--- config.mk ---
export PLATFORM = sky130hd
export DESIGN_NAME = logic_pc_unit
export DESIGN_NICKNAME = d
export VERILOG_FILES = /design/src/shared/logic_pc_pkg.sv /design/src/verilog/field_split.sv /design/src/verilog/logic_pc_unit.sv
export SDC_FILE = /design/constraint.sdc
export NUM_CORES = 1
export LEC_CHECK = 0
export BUFFER_PORTS_ARGS = -buffer_cell sky130_fd_sc_hd__clkbuf_2
export CORE_ASPECT_RATIO = 1.5
export CORE_UTILIZATION = 55
export DETAILED_ROUTE_END_ITERATION = 12
export GPL_ROUTABILITY_DRIVEN = 0
export PLACE_DENSITY = 0.91
export SYNTH_ARGS = -nofsm -noshare
export SYNTH_HDL_FRONTEND = slang
export SYNTH_SLANG_ARGS = --single-unit
--- constraint.sdc ---
create_clock -name CLK_SYS -period 7.1 [get_ports CLK_SYS]
set_clock_uncertainty 0.15 [all_clocks]
set_input_delay 1.42 -clock CLK_SYS [delete_from_list [all_inputs] [get_ports CLK_SYS]]
set_output_delay 1.42 -clock CLK_SYS [all_outputs]
set_load 0.01 [all_outputs]
--- src/shared/logic_pc_pkg.sv ---
// Package: encodings, field positions and carriers for the logic/PC unit
`default_nettype none
package logic_pc_pkg;
  localparam logic [5:0] OP_RTYPE = 6'h3a;
  localparam logic [5:0] OP_ORHI = 6'h34;
  localparam logic [5:0] OP_ORI = 6'h14;
  localparam logic [5:0] OPX_NEXTADDR = 6'h1c;
  localparam logic [5:0] OPX_NOR = 6'h06;
  localparam logic [5:0] OPX_OR = 6'h16;
  localparam logic [5:0] OPX_ADD = 6'h31;
  localparam logic [31:0] PC_STEP = 32'h00000004;
  localparam logic [31:0] PC_RESET = 32'h00000000;
  localparam logic [15:0] HALF_ZERO = 16'h0000;
  localparam logic [4:0] ZERO_IDX = 5'h00;
  localparam int FA_LSB = 27;
  localparam int FB_LSB = 22;
  localparam int FC_LSB = 17;
  localparam int LIT_LSB = 6;
  localparam int OPX_LSB = 11;
  localparam int SHAMT_LSB = 6;

  // Decoded instruction word
  typedef struct packed {
    logic [4:0] first_source_register;
    logic [4:0] second_source_register;
    logic [4:0] destination_register;
    logic [15:0] sixteen_bit_literal;
    logic [5:0] opx;
    logic [4:0] shamt;
    logic [5:0] op;
  } fields_t;

  // Write-back to the register file
  typedef struct packed {
    logic en;
    logic [4:0] idx;
    logic [31:0] data;
  } wb_t;
endpackage
`default_nettype wire

--- src/verilog/field_split.sv ---
// Splits an instruction word into its R-format and I-format fields
`timescale 1ns/10ps
`default_nettype none
module field_split (
  input wire logic [31:0] word,
  output logic_pc_pkg::fields_t fields
);
  // Both formats share A, B and opcode positions; C, OPX only matter for R
  assign fields.first_source_register =
    word[logic_pc_pkg::FA_LSB +: 5];
  assign fields.second_source_register =
    word[logic_pc_pkg::FB_LSB +: 5];
  assign fields.destination_register =
    word[logic_pc_pkg::FC_LSB +: 5];
  assign fields.sixteen_bit_literal =
    word[logic_pc_pkg::LIT_LSB +: 16];
  assign fields.opx = word[logic_pc_pkg::OPX_LSB +: 6];
  assign fields.shamt = word[logic_pc_pkg::SHAMT_LSB +: 5];
  assign fields.op = word[5:0];
endmodule
`default_nettype wire

--- src/verilog/logic_pc_unit.sv ---
// Decode/execute stage for next-address, nop, nor, or, orhi and ori
// Function
// - Next-address op writes PC plus 4 to destination; opx 1c, op 3a.
// - Only next-address op puts the PC value into a general register.
// - Nop is add of zero registers; only the PC advances.
// - Opx 06 under op 3a writes NOR of both sources to destination.
// - Opx 16 under op 3a writes OR of both sources to destination.
// - Op 34 ORs first source with high-half literal into second field.
// - Op 14: first source OR zero-extended literal, to second field.
// - I-format fields: A 31-27, B 26-22, literal 21-6, opcode 5-0.
// - R-format fields: A, B, C, opx 16-11, zero 10-6, op 3a.
`timescale 1ns/10ps
`default_nettype none
module logic_pc_unit (
  input wire logic CLK_SYS,
  input wire logic SRST,
  input wire logic INSTR_VALID,
  input wire logic [31:0] INSTR_WORD,
  input wire logic [31:0] SRC_A_DATA,
  input wire logic [31:0] SRC_B_DATA,
  output logic [4:0] SRC_A_IDX,
  output logic [4:0] SRC_B_IDX,
  output logic WB_EN,
  output logic [4:0] WB_IDX,
  output logic [31:0] WB_DATA,
  output logic [31:0] PC,
  output logic DONE,
  output logic UNHANDLED
);
  typedef enum logic [1:0] {
    S_FETCH = 2'b01,
    S_EXEC = 2'b10
  } state_t;

  state_t state;
  state_t next_state;
  logic [31:0] iword;
  logic_pc_pkg::fields_t f;
  logic_pc_pkg::wb_t next_wb;

  field_split u_split (
    .word(iword),
    .fields(f)
  );

  // Register file read ports are driven from the latched word
  function automatic logic [4:0] idx_a(input logic [31:0] w);
    return w[logic_pc_pkg::FA_LSB +: 5];
  endfunction

  function automatic logic [4:0] idx_b(input logic [31:0] w);
    return w[logic_pc_pkg::FB_LSB +: 5];
  endfunction

  // Opcode decode
  wire is_r = f.op == logic_pc_pkg::OP_RTYPE
    && f.shamt == 5'h00;
  wire is_next = is_r && f.opx == logic_pc_pkg::OPX_NEXTADDR
    && f.first_source_register == logic_pc_pkg::ZERO_IDX
    && f.second_source_register == logic_pc_pkg::ZERO_IDX;
  wire is_nor = is_r && f.opx == logic_pc_pkg::OPX_NOR;
  wire is_or = is_r && f.opx == logic_pc_pkg::OPX_OR;
  // Nop arrives as an add on the zero register; any add into it is harmless
  wire is_nop = is_r && f.opx == logic_pc_pkg::OPX_ADD
    && f.destination_register == logic_pc_pkg::ZERO_IDX;
  wire is_orhi = f.op == logic_pc_pkg::OP_ORHI;
  wire is_ori = f.op == logic_pc_pkg::OP_ORI;
  wire handled = is_next | is_nor | is_or | is_nop | is_orhi | is_ori;

  // Result selection; PC only reaches the data path through is_next
  wire [31:0] or_ab = SRC_A_DATA | SRC_B_DATA;
  wire [31:0] lit_hi = {f.sixteen_bit_literal, logic_pc_pkg::HALF_ZERO};
  wire [31:0] lit_lo = {logic_pc_pkg::HALF_ZERO, f.sixteen_bit_literal};
  wire [31:0] pc_plus = PC + logic_pc_pkg::PC_STEP;
  wire [31:0] result = is_next ? pc_plus
    : is_nor ? ~or_ab
    : is_or ? or_ab
    : is_orhi ? (SRC_A_DATA | lit_hi)
    : (SRC_A_DATA | lit_lo);
  wire [4:0] dest = (is_orhi | is_ori) ? f.second_source_register
    : f.destination_register;
  // Writes to the zero register are squashed here, so nop has no effect
  wire wr_ok = handled && !is_nop
    && dest != logic_pc_pkg::ZERO_IDX;

  assign next_wb.en = state == S_EXEC && wr_ok;
  assign next_wb.idx = dest;
  assign next_wb.data = result;
  assign SRC_A_IDX = idx_a(iword);
  assign SRC_B_IDX = idx_b(iword);

  // Two-cycle sequence: latch word, then execute and retire
  always_comb begin
    case (state)
      S_FETCH: next_state = INSTR_VALID ? S_EXEC : S_FETCH;
      S_EXEC: next_state = S_FETCH;
      default: next_state = S_FETCH;
    endcase
  end

  always_ff @(posedge CLK_SYS) begin
    if (SRST) begin
      state <= S_FETCH;
      iword <= 32'h00000000;
    end else begin
      state <= next_state;
      if (state == S_FETCH && INSTR_VALID) iword <= INSTR_WORD;
    end
  end

  // Retire: one write, PC to the next word, never an exception
  always_ff @(posedge CLK_SYS) begin
    if (SRST) begin
      WB_EN <= 1'b0;
      WB_IDX <= 5'h00;
      WB_DATA <= 32'h00000000;
      PC <= logic_pc_pkg::PC_RESET;
      DONE <= 1'b0;
      UNHANDLED <= 1'b0;
    end else begin
      WB_EN <= next_wb.en;
      WB_IDX <= next_wb.idx;
      WB_DATA <= next_wb.data;
      DONE <= state == S_EXEC;
      UNHANDLED <= state == S_EXEC && !handled;
      if (state == S_EXEC) PC <= pc_plus;
    end
  end
endmodule
`default_nettype wire

# ---- Word level (Yosys, flattened, before mapping)
# Cells that the tools add are included.
# W data, S select, Z words.
dict set report word_totals {
  register_bits 106
  word_cells 56
  in_bits 99
  out_inout_bits 82
}
dict set report op_classes {
  mux 6
  add_sub_neg 1
  bitwise 11
  n_eq_ne 9
  reduce_logical 21
}
# op count
set ops {}
lappend ops {{$mux W32} 4}
lappend ops {{$or A32 B32 Y32} 2}
lappend ops {{$add A32 B3 Y32 const B} 1}
lappend ops {{$not A32 Y32} 1}
lappend ops {{$or A32 B16 Y32} 1}
lappend ops {{$logic_not A5 Y1} 4}
lappend ops {{$eq A6 B5 Y1 const B} 3}
lappend ops {{$eq A6 B6 Y1 const B} 3}
lappend ops {{$logic_and A1 B1 Y1} 13}
lappend ops {{$eq A6 B3 Y1 const B} 1}
lappend ops {{$or A1 B1 Y1} 6}
lappend ops {{$mux W5} 1}
lappend ops {{$reduce_bool A5 Y1} 1}
lappend ops {{$eq A2 B1 Y1 const B} 1}
lappend ops {{$eq A2 B2 Y1 const B} 1}
lappend ops {{$logic_not A1 Y1} 2}
lappend ops {{$mux W2} 1}
lappend ops {{$reduce_or A2 Y1} 1}
lappend ops {{$not A1 Y1} 1}

# ---- Longest topological paths before layout
# Gate-level depths: netlist of the first run.
dict set report logic_depth {
  word_depth 13
  mapped_depth 7
  mapped_depth_nobuf 6
}

# ---- By module
# A second synthesis of the first run with hierarchy kept.
dict set report unflattened {
  hier_cells 737
  area_unflattened_um2 5928.2
}
# mod area_each_um2 seq_area_each_um2 cells_per_inst n_inst
set modules_own_cells {}
lappend modules_own_cells {logic_pc_unit 5567.8 2082.0 689 1}
lappend modules_own_cells {field_split 360.3 0.0 48 1}

# ---- Least setup slack after synthesis of the first run
# Ideal clock, no wire load.
dict set report synth_path {
  path_type {register to register}
  from {reg PC[2]}
  to {reg PC[30]}
  n_path_buf 1
  t_required_ps 6880
  arrival_ps 2377
  setup_ps 70
  synth_period_minus_slack_ps 2597
  path_stages_with_launch 8
  path_slack_ps 4503
  cell_sequence {dfxtp_1 ha_1 nand3_1 or4_4 buf_6 nor4_4 or4b_1 a21oi_1}
}
dict set report synth_via {
  elab_chain_len 1
}
# element line
set synth_lines {}
lappend synth_lines {{start: declaration} logic_pc_unit.sv:26} ;# output logic [31:0] PC,
lappend synth_lines {{start signal: assignment} logic_pc_unit.sv:117} ;# PC <= logic_pc_pkg::PC_RESET;
lappend synth_lines {{start signal: assignment} logic_pc_unit.sv:126} ;# if (state == S_EXEC) PC <= pc_plus;
lappend synth_lines {{$add A32 B3 Y32} logic_pc_unit.sv:74} ;# wire [31:0] pc_plus = PC + logic_pc_pkg::PC_STEP;
# Every way passes these cells.
# A chain may end at the register's enable or synchronous reset.

# ---- Final worst setup path of the first run
dict set report layout_path {
  from {reg iword[7]}
  to {reg WB_DATA[8]}
}
dict set report layout_via {
  elab_chain_len 6
  elab_cells_between_ends 10
  cone_classes {3 x mux; 7 x reduce/logical}
}
# element line
set layout_lines {}
lappend layout_lines {{start: declaration} logic_pc_unit.sv:37} ;# logic [31:0] iword;
lappend layout_lines {{start signal: assignment} logic_pc_unit.sv:104} ;# iword <= 32'h00000000;
lappend layout_lines {{start signal: assignment} logic_pc_unit.sv:107} ;# if (state == S_FETCH && INSTR_VALID) iword <= INSTR_WORD;
lappend layout_lines {{$logic_not A5 Y1 *} logic_pc_unit.sv:57} ;# && f.shamt == 5'h00;
lappend layout_lines {{$logic_and A1 B1 Y1 *} logic_pc_unit.sv:57}
lappend layout_lines {{$logic_and A1 B1 Y1 (on tied branches)} {logic_pc_unit.sv:62, logic_pc_unit.sv:58}}
lappend layout_lines {{$mux W32 or $logic_and A1 B1 Y1 (tied branches)} {logic_pc_unit.sv:77, logic_pc_unit.sv:59}}
lappend layout_lines {{$mux W32 or $logic_and A1 B1 Y1 (tied branches)} {logic_pc_unit.sv:76, logic_pc_unit.sv:60}}
lappend layout_lines {{$mux W32 *} logic_pc_unit.sv:75} ;# wire [31:0] result = is_next ? pc_plus
lappend layout_lines {{end signal: assignment} logic_pc_unit.sv:123} ;# WB_DATA <= next_wb.data;
lappend layout_lines {{end: declaration} logic_pc_unit.sv:25} ;# output logic [31:0] WB_DATA,
# Every way passes the cells marked *; elsewhere a longest branch is shown, timed or not.

==> metrics.yaml, run 1 <==
run_status: "finished clean"
routed_via_density: 6.14
fp.dieArea_um2: 10400
tritoncts: "built"
reg2reg_depth: 4
critical_path.reg2reg.endpoint: "WB_DATA[8]"
period_utilisation_layout: 0.469
peakVddDrop_mv: 0.169
fp.dieH_um: 124
placed_cells_incl_taps: 927
nets: 923
overflow: 0
fin_crit_ns: 3.33
core.rowCount: 44
report.final.hold_viol_count: 0
fp.dieW_um: 83.4
number_of_buffers_inserted_by_hold_repair_at_cts: 0
timing.hold.worst.start: "iword[4]"
critical_path_class: "reg -> reg"
worst_r2r_startpoint: "iword[7]"
startpoint_type_of_the_worst_setup_path: "flip-flop"
floorplan.core_area_um2: 9690
antenna_violations_before_repair: 0
drt.antenna.violating_nets: 0
drt_wl_total_um: 17100
netlist-cell-type-count: 53
vias: 5774
synthArstFlopShare: 0
detailed_router_s_first_iteration_violation_count: 562
cts-htree-levels: 3
final-instance-count-excl-fill: 941
postLayoutCoreUtil: 0.673
cpMaxStageDelayCell: "sky130_fd_sc_hd__nor4_2"
grt_start_max_net_pins: 86
cts-root-buf: "sky130_fd_sc_hd__clkbuf_16"
crit_path_max_incr_delay_ns: 1.21
clk-insertion-delay-late_ns: 0.35
holdPathStages: 2
first_pass_iteration_count_of_the_detailed_router: 5
power_per_cell_area_nw_per_um2: 191
tightest_slew_ns: 1.27
antenna_cells: 0
slew_violations: 0
final_common_cell: "sky130_fd_sc_hd__clkbuf_2"
half_perimeter_wire_length_of_the_detailed_placement_result_um: 12300
grt_pass1_wl_um: 26400
postSynth.topFlopCell: "sky130_fd_sc_hd__dfxtp_1"
critical_path.cell_chain: "nor4b_1 -> nand4_1 -> nor4_2 -> a2111oi_0"
max_freq_mhz: 300
worstPathArrival_ns: 3.32
postSynthCellCount: 690
flow.area_growth_from_synthesis_pct: 19.2
postSynthRegisterBits: 104
drc: 0
cp_endpoint_kind: "flip-flop"
cts_repair_resize_count: 0
timing.slew.headroom: 0.152
cellLeakagePower_uw: 0.00260
layout_common_cells: "sky130_fd_sc_hd__clkbuf_2 (178), sky130_fd_sc_hd__dfxtp_1 (104), sky130_fd_sc_hd__nand2_1 (94)"
clock_slew_seen_by_the_registers_of_the_worst_setup_and_hold_paths_ns: 0.07
synth.cell_area_um2: 5470
syn_avg_cell_area_um2: 7.93
synth_edf_count: 0
cts_buffer_depth: 2
rsz0062_at_grt: "false"
r2r_slack_ns: 3.77
final_layout_size_suffix_gt1_frac: 0.251
cts_post_setup_buffers_inserted: 0
class_of_the_tightest_hold_or_removal_check: "reg -> reg"
synthesis.yosys.warnings: 0
placement.io_buffers: 178
yosysSeqAreaShare: 0.381
starting_density_of_the_core: 0.565
grt_use_total: 0.325
fin_setup_tns_ns: 0
timing.critical_path.required_ns: 7.09
grt_pass1_vias: 5191
critPathMaxFanout: 16
smallest_hold_slack_ns: 0.321
min_to: "iword[4]"
cts_num_sinks: 104
routed_wire_length_per_instance_um: 18.2
cap_viol_max_count: 0
cts-buffers-inserted: 9
top_level_ports: 181
setup_failing_eps_final: 0
cell usage after synthesis (2+ instances only):
| library cell | instances | area [um^2] |
|---|---|---|
| sky130_fd_sc_hd__a211o_1 | 2 | 17.5 |
| sky130_fd_sc_hd__a211oi_1 | 4 | 30.0 |
| sky130_fd_sc_hd__a21o_1 | 3 | 22.5 |
| sky130_fd_sc_hd__a21oi_1 | 54 | 270 |
| sky130_fd_sc_hd__a221oi_1 | 12 | 105 |
| sky130_fd_sc_hd__a31oi_1 | 6 | 37.5 |
| sky130_fd_sc_hd__and3_1 | 3 | 18.8 |
| sky130_fd_sc_hd__and4_1 | 6 | 52.6 |
| sky130_fd_sc_hd__buf_2 | 3 | 15.0 |
| sky130_fd_sc_hd__buf_4 | 14 | 105 |
| sky130_fd_sc_hd__clkbuf_1 | 42 | 158 |
| sky130_fd_sc_hd__dfxtp_1 | 104 | 2080 |
| sky130_fd_sc_hd__inv_1 | 5 | 18.8 |
| sky130_fd_sc_hd__mux2i_1 | 16 | 160 |
| sky130_fd_sc_hd__nand2_1 | 94 | 353 |
| sky130_fd_sc_hd__nand2b_1 | 13 | 81.3 |
| sky130_fd_sc_hd__nand3_1 | 13 | 65.1 |
| sky130_fd_sc_hd__nand4_1 | 16 | 100 |
| sky130_fd_sc_hd__nand4b_1 | 2 | 17.5 |
| sky130_fd_sc_hd__nor2_1 | 93 | 349 |
| sky130_fd_sc_hd__nor2b_1 | 9 | 56.3 |
| sky130_fd_sc_hd__nor3_1 | 21 | 105 |
| sky130_fd_sc_hd__nor3b_1 | 3 | 22.5 |
| sky130_fd_sc_hd__nor4_1 | 15 | 93.8 |
| sky130_fd_sc_hd__nor4b_1 | 2 | 17.5 |
| sky130_fd_sc_hd__nor4bb_1 | 3 | 30.0 |
| sky130_fd_sc_hd__o21a_1 | 8 | 60.1 |
| sky130_fd_sc_hd__o21ai_0 | 11 | 55.1 |
| sky130_fd_sc_hd__o22ai_1 | 7 | 43.8 |
| sky130_fd_sc_hd__o31ai_1 | 5 | 37.5 |
| sky130_fd_sc_hd__o32ai_1 | 11 | 96.3 |
| sky130_fd_sc_hd__or2_2 | 2 | 12.5 |
| sky130_fd_sc_hd__or3_1 | 3 | 18.8 |
| sky130_fd_sc_hd__or4_1 | 6 | 45.0 |
| sky130_fd_sc_hd__xnor2_1 | 37 | 324 |
| sky130_fd_sc_hd__xor2_1 | 25 | 219 |
critical path: cells and delay by family, from the launching register on:
| kind | cells | cell delay [ns] |
|---|---|---|
| AOI/OAI and AO/OA | 1 | 0.32 |
| DFF | 1 | 0.38 |
| and+or+nand+nor | 3 | 2.27 |
metrics by stage:
stage | total power [uW] | setup slack (ns) | area (um^2)
2_1_floorplan | 723 | 4.50 | 5480
3_3_place_gp | 789 | 3.70 | 6260
3_5_place_dp | 791 | 3.63 | 6260
4_1_cts | 1240 | 3.79 | 6520
5_1_grt | 1280 | 3.58 | 6520
6_report | 1250 | 3.77 | 6520
final cells by class:
cell class	count	area (um^2)
fillers	797	3170
multi-input cells	520	3090
flip-flops and latches	104	2080
repair buffers	183	928
clock buffers	11	243
well taps	115	144
clock inverters	3	20.0
inverters	5	18.8
worst max-delay path by stage:
stage,start,to,slack (ns)
after floorplan,PC[2],PC[30],4.50
after global placement,SRST,WB_DATA[14],3.70
after detailed placement,SRST,WB_DATA[14],3.63
after CTS,iword[6],WB_DATA[8],3.79
after global routing,iword[4],WB_DATA[8],3.58
final,iword[7],WB_DATA[8],3.77
layer usage:
metal / part of all wire / up-vias / global-route usage
li1: - / 2672 / -
met1: 0.38 / 2664 / 0.391
met2: 0.48 / 372 / 0.549
met3: 0.090 / 66 / 0.0497
met4: 0.054 / 0 / 0.197
met5: 0 / - / 0
sequential cells by signal, summed over array words and instances (netlist names):
register   flops
WB_DATA       32
iword         32
PC            30
WB_IDX         5
state          2
DONE           1
UNHANDLED      1
WB_EN          1
where the power goes:
part / leakage (uW) / switching (uW) / internal [uW] / total (uW)
sequential: 0.000853 / 24.6 / 608 / 632
combinational: 0.00162 / 85.2 / 65.7 / 151
clock: 0.000123 / 220 / 243 / 463
cell families (layout without fill, tap and decap cells):
kind of cell	Yosys count	in the layout	share of synthesized area
AOI/OAI and AO/OA	125	125	0.145
xor gates and xnor gates	62	62	0.0992
adders and majority gates	1	1	0.00229
buffers and inverters	67	202	0.0579
DFF	104	104	0.381
muxes	17	17	0.0313
other	1	2	0.000685
and+or+nand+nor	313	313	0.283
Note: power is estimated with default switching activity, not from simulation.
==> run 2, diff against run 1 <==
CORE_UTILIZATION = 51   (was 55)
PLACE_DENSITY = 0.86   (was 0.91)
clock period = 3.1 ns   (was 7.1 ns; I/O delays follow)
==> metrics.yaml, run 2 (same netlist as run 1, synthesis figures left out) <==
run_status: "finished clean"
grt_pass1_wl_um: 26000  # -1.3%
final_common_cell: "sky130_fd_sc_hd__clkbuf_2"
drc: 0  # unchanged
rsz0062_at_grt: "false"
grt_use_total: 0.307  # -0.0178
cts-root-buf: "sky130_fd_sc_hd__clkbuf_16"
critical_path.reg2reg.endpoint: "PC[30]"
half_perimeter_wire_length_of_the_detailed_placement_result_um: 12900  # +4.2%
detailed_router_s_first_iteration_violation_count: 602  # +7.1%
timing.slew.headroom: 0.414  # +0.263
first_pass_iteration_count_of_the_detailed_router: 5  # unchanged
startpoint_type_of_the_worst_setup_path: "flip-flop"
smallest_hold_slack_ns: 0.315  # -0.00608 ns
max_freq_mhz: 366  # +22%
setup_failing_eps_final: 0  # unchanged
fin_crit_ns: 2.73  # -0.602 ns
vias: 5746  # -0.48%
cts_buffer_depth: 2  # unchanged
core.rowCount: 46  # +4.5%
layout_common_cells: "sky130_fd_sc_hd__clkbuf_2 (178), sky130_fd_sc_hd__dfxtp_1 (104), sky130_fd_sc_hd__nand2_1 (94)"
postLayoutCoreUtil: 0.635  # -0.0387
routed_via_density: 5.85  # -4.7%
overflow: 0  # unchanged
cts_repair_resize_count: 0  # unchanged
drt_wl_total_um: 17200  # +0.49%
number_of_buffers_inserted_by_hold_repair_at_cts: 0  # unchanged
top_level_ports: 181  # unchanged
fp.dieH_um: 129  # +3.8%
clk-insertion-delay-late_ns: 0.35  # about the same
tightest_slew_ns: 0.878  # -0.393 ns
grt_pass1_vias: 5143  # -0.92%
cts_num_sinks: 104  # unchanged
antenna_violations_before_repair: 0  # unchanged
grt_start_max_net_pins: 85  # -1.2%
cts-buffers-inserted: 9  # unchanged
pre_cts_setup_slack_ns: 0.419  # -3.22 ns
cts-htree-levels: 3  # unchanged
finalWorstSetupSlack_ns: 0.371  # -3.40 ns
setup.worst_path.start: "PC[2]"
cap_viol_max_count: 0  # unchanged
routed_wire_length_per_instance_um: 17.5  # -3.8%
slew_violations: 0  # unchanged
report.final.hold_viol_count: 0  # unchanged
placement.io_buffers: 178  # unchanged
period_utilisation_layout: 0.880  # +0.411
fp.dieW_um: 86.6  # +3.8%
r2r_slack_ns: 0.37  # -3.40 ns
nets: 934  # +1.2%
cp-endpoint: "PC[30]"
worst_r2r_startpoint: "PC[2]"
timing.critical_path.required_ns: 3.23  # -3.86 ns
floorplan.core_area_um2: 10500  # +8.7%
worstPathArrival_ns: 2.86  # -0.46 ns
class_of_the_tightest_hold_or_removal_check: "reg -> reg"
fp.dieArea_um2: 11200  # +7.7%
drt.antenna.violating_nets: 0  # unchanged
placed_cells_incl_taps: 967  # +4.3%
flow.area_growth_from_synthesis_pct: 22.2
peakVddDrop_mv: 0.268  # +58%
clock_slew_seen_by_the_registers_of_the_worst_setup_and_hold_paths_ns: 0.07  # about the same
reg2reg_depth: 6  # +2
cts_post_setup_buffers_inserted: 0  # unchanged
critPathMaxFanout: 9  # -7
final_layout_size_suffix_gt1_frac: 0.263  # +0.0128
fin_setup_tns_ns: 0  # unchanged
cp_endpoint_kind: "flip-flop"
starting_density_of_the_core: 0.519  # -0.0452
power_per_cell_area_nw_per_um2: 443  # +130%
final-instance-count-excl-fill: 983  # +4.5%
critical_path_class: "reg -> reg"
antenna_cells: 0  # unchanged
cellLeakagePower_uw: 0.00268  # +3.1%
largestRegisters: "WB_DATA: 32 flops, iword: 32 flops, PC: 30 flops"
tritoncts: "built"
run 2: per-layer routing:
| metal | vias up | track usage | wire length, um |
|---|---|---|---|
| li1 | 2687 | - | - |
| met5 | - | 0 | 0 |
| met4 | 0 | 0.165 | 917 |
| met2 | 318 | 0.517 | 8310 |
| met3 | 62 | 0.0609 | 1460 |
| met1 | 2679 | 0.365 | 6530 |
run 2: stage by stage:
stage          power, uW  instance area, um^2
2_1_floorplan       1660                 5480
3_3_place_gp        1810                 6380
3_5_place_dp        1820                 6380
4_1_cts             2960                 6680
5_1_grt             3050                 6680
6_report            2960                 6680
run 2: report_power, final:
group / internal [uW] / total [uW] / switching, uW
registers: 1390 / 1440 / 51.0
clock network: 637 / 1170 / 533
logic: 152 / 350 / 198
total: 2180 / 2960 / 782
run 2: area by class of cell:
class                   instances  area [um^2]
multi-input cells             520         3090
clock inverters                 7         78.8
well taps                     144          180
inverters                       5         18.8
fillers                       941         3850
repair buffers                194         1010
flip-flops and latches        104         2080
clock buffers                   9          225
run 2: how the worst min path moves through the flow:
stage | cells after the start | slack, ns | startpoint | endpoint
final | 2 | 0.32 | iword[4] | iword[4]
after global routing | 3 | 0.35 | INSTR_WORD[24] | iword[24]
after CTS | 2 | 0.32 | iword[4] | iword[4]
after detailed placement | 2 | 0.31 | iword[4] | iword[4]
after global placement | 2 | 0.30 | iword[4] | iword[4]
after floorplan | 2 | 0.29 | iword[4] | iword[4]
run 2: worst max-delay path, stage by stage, from the launching register on:
cell                      delay [ns]
sky130_fd_sc_hd__dfxtp_1        0.46
sky130_fd_sc_hd__ha_1           0.26
sky130_fd_sc_hd__nand3_1        0.27
sky130_fd_sc_hd__or4_4          0.56
sky130_fd_sc_hd__nor4_4         0.33
sky130_fd_sc_hd__or4b_1         0.47
sky130_fd_sc_hd__a21oi_1        0.15
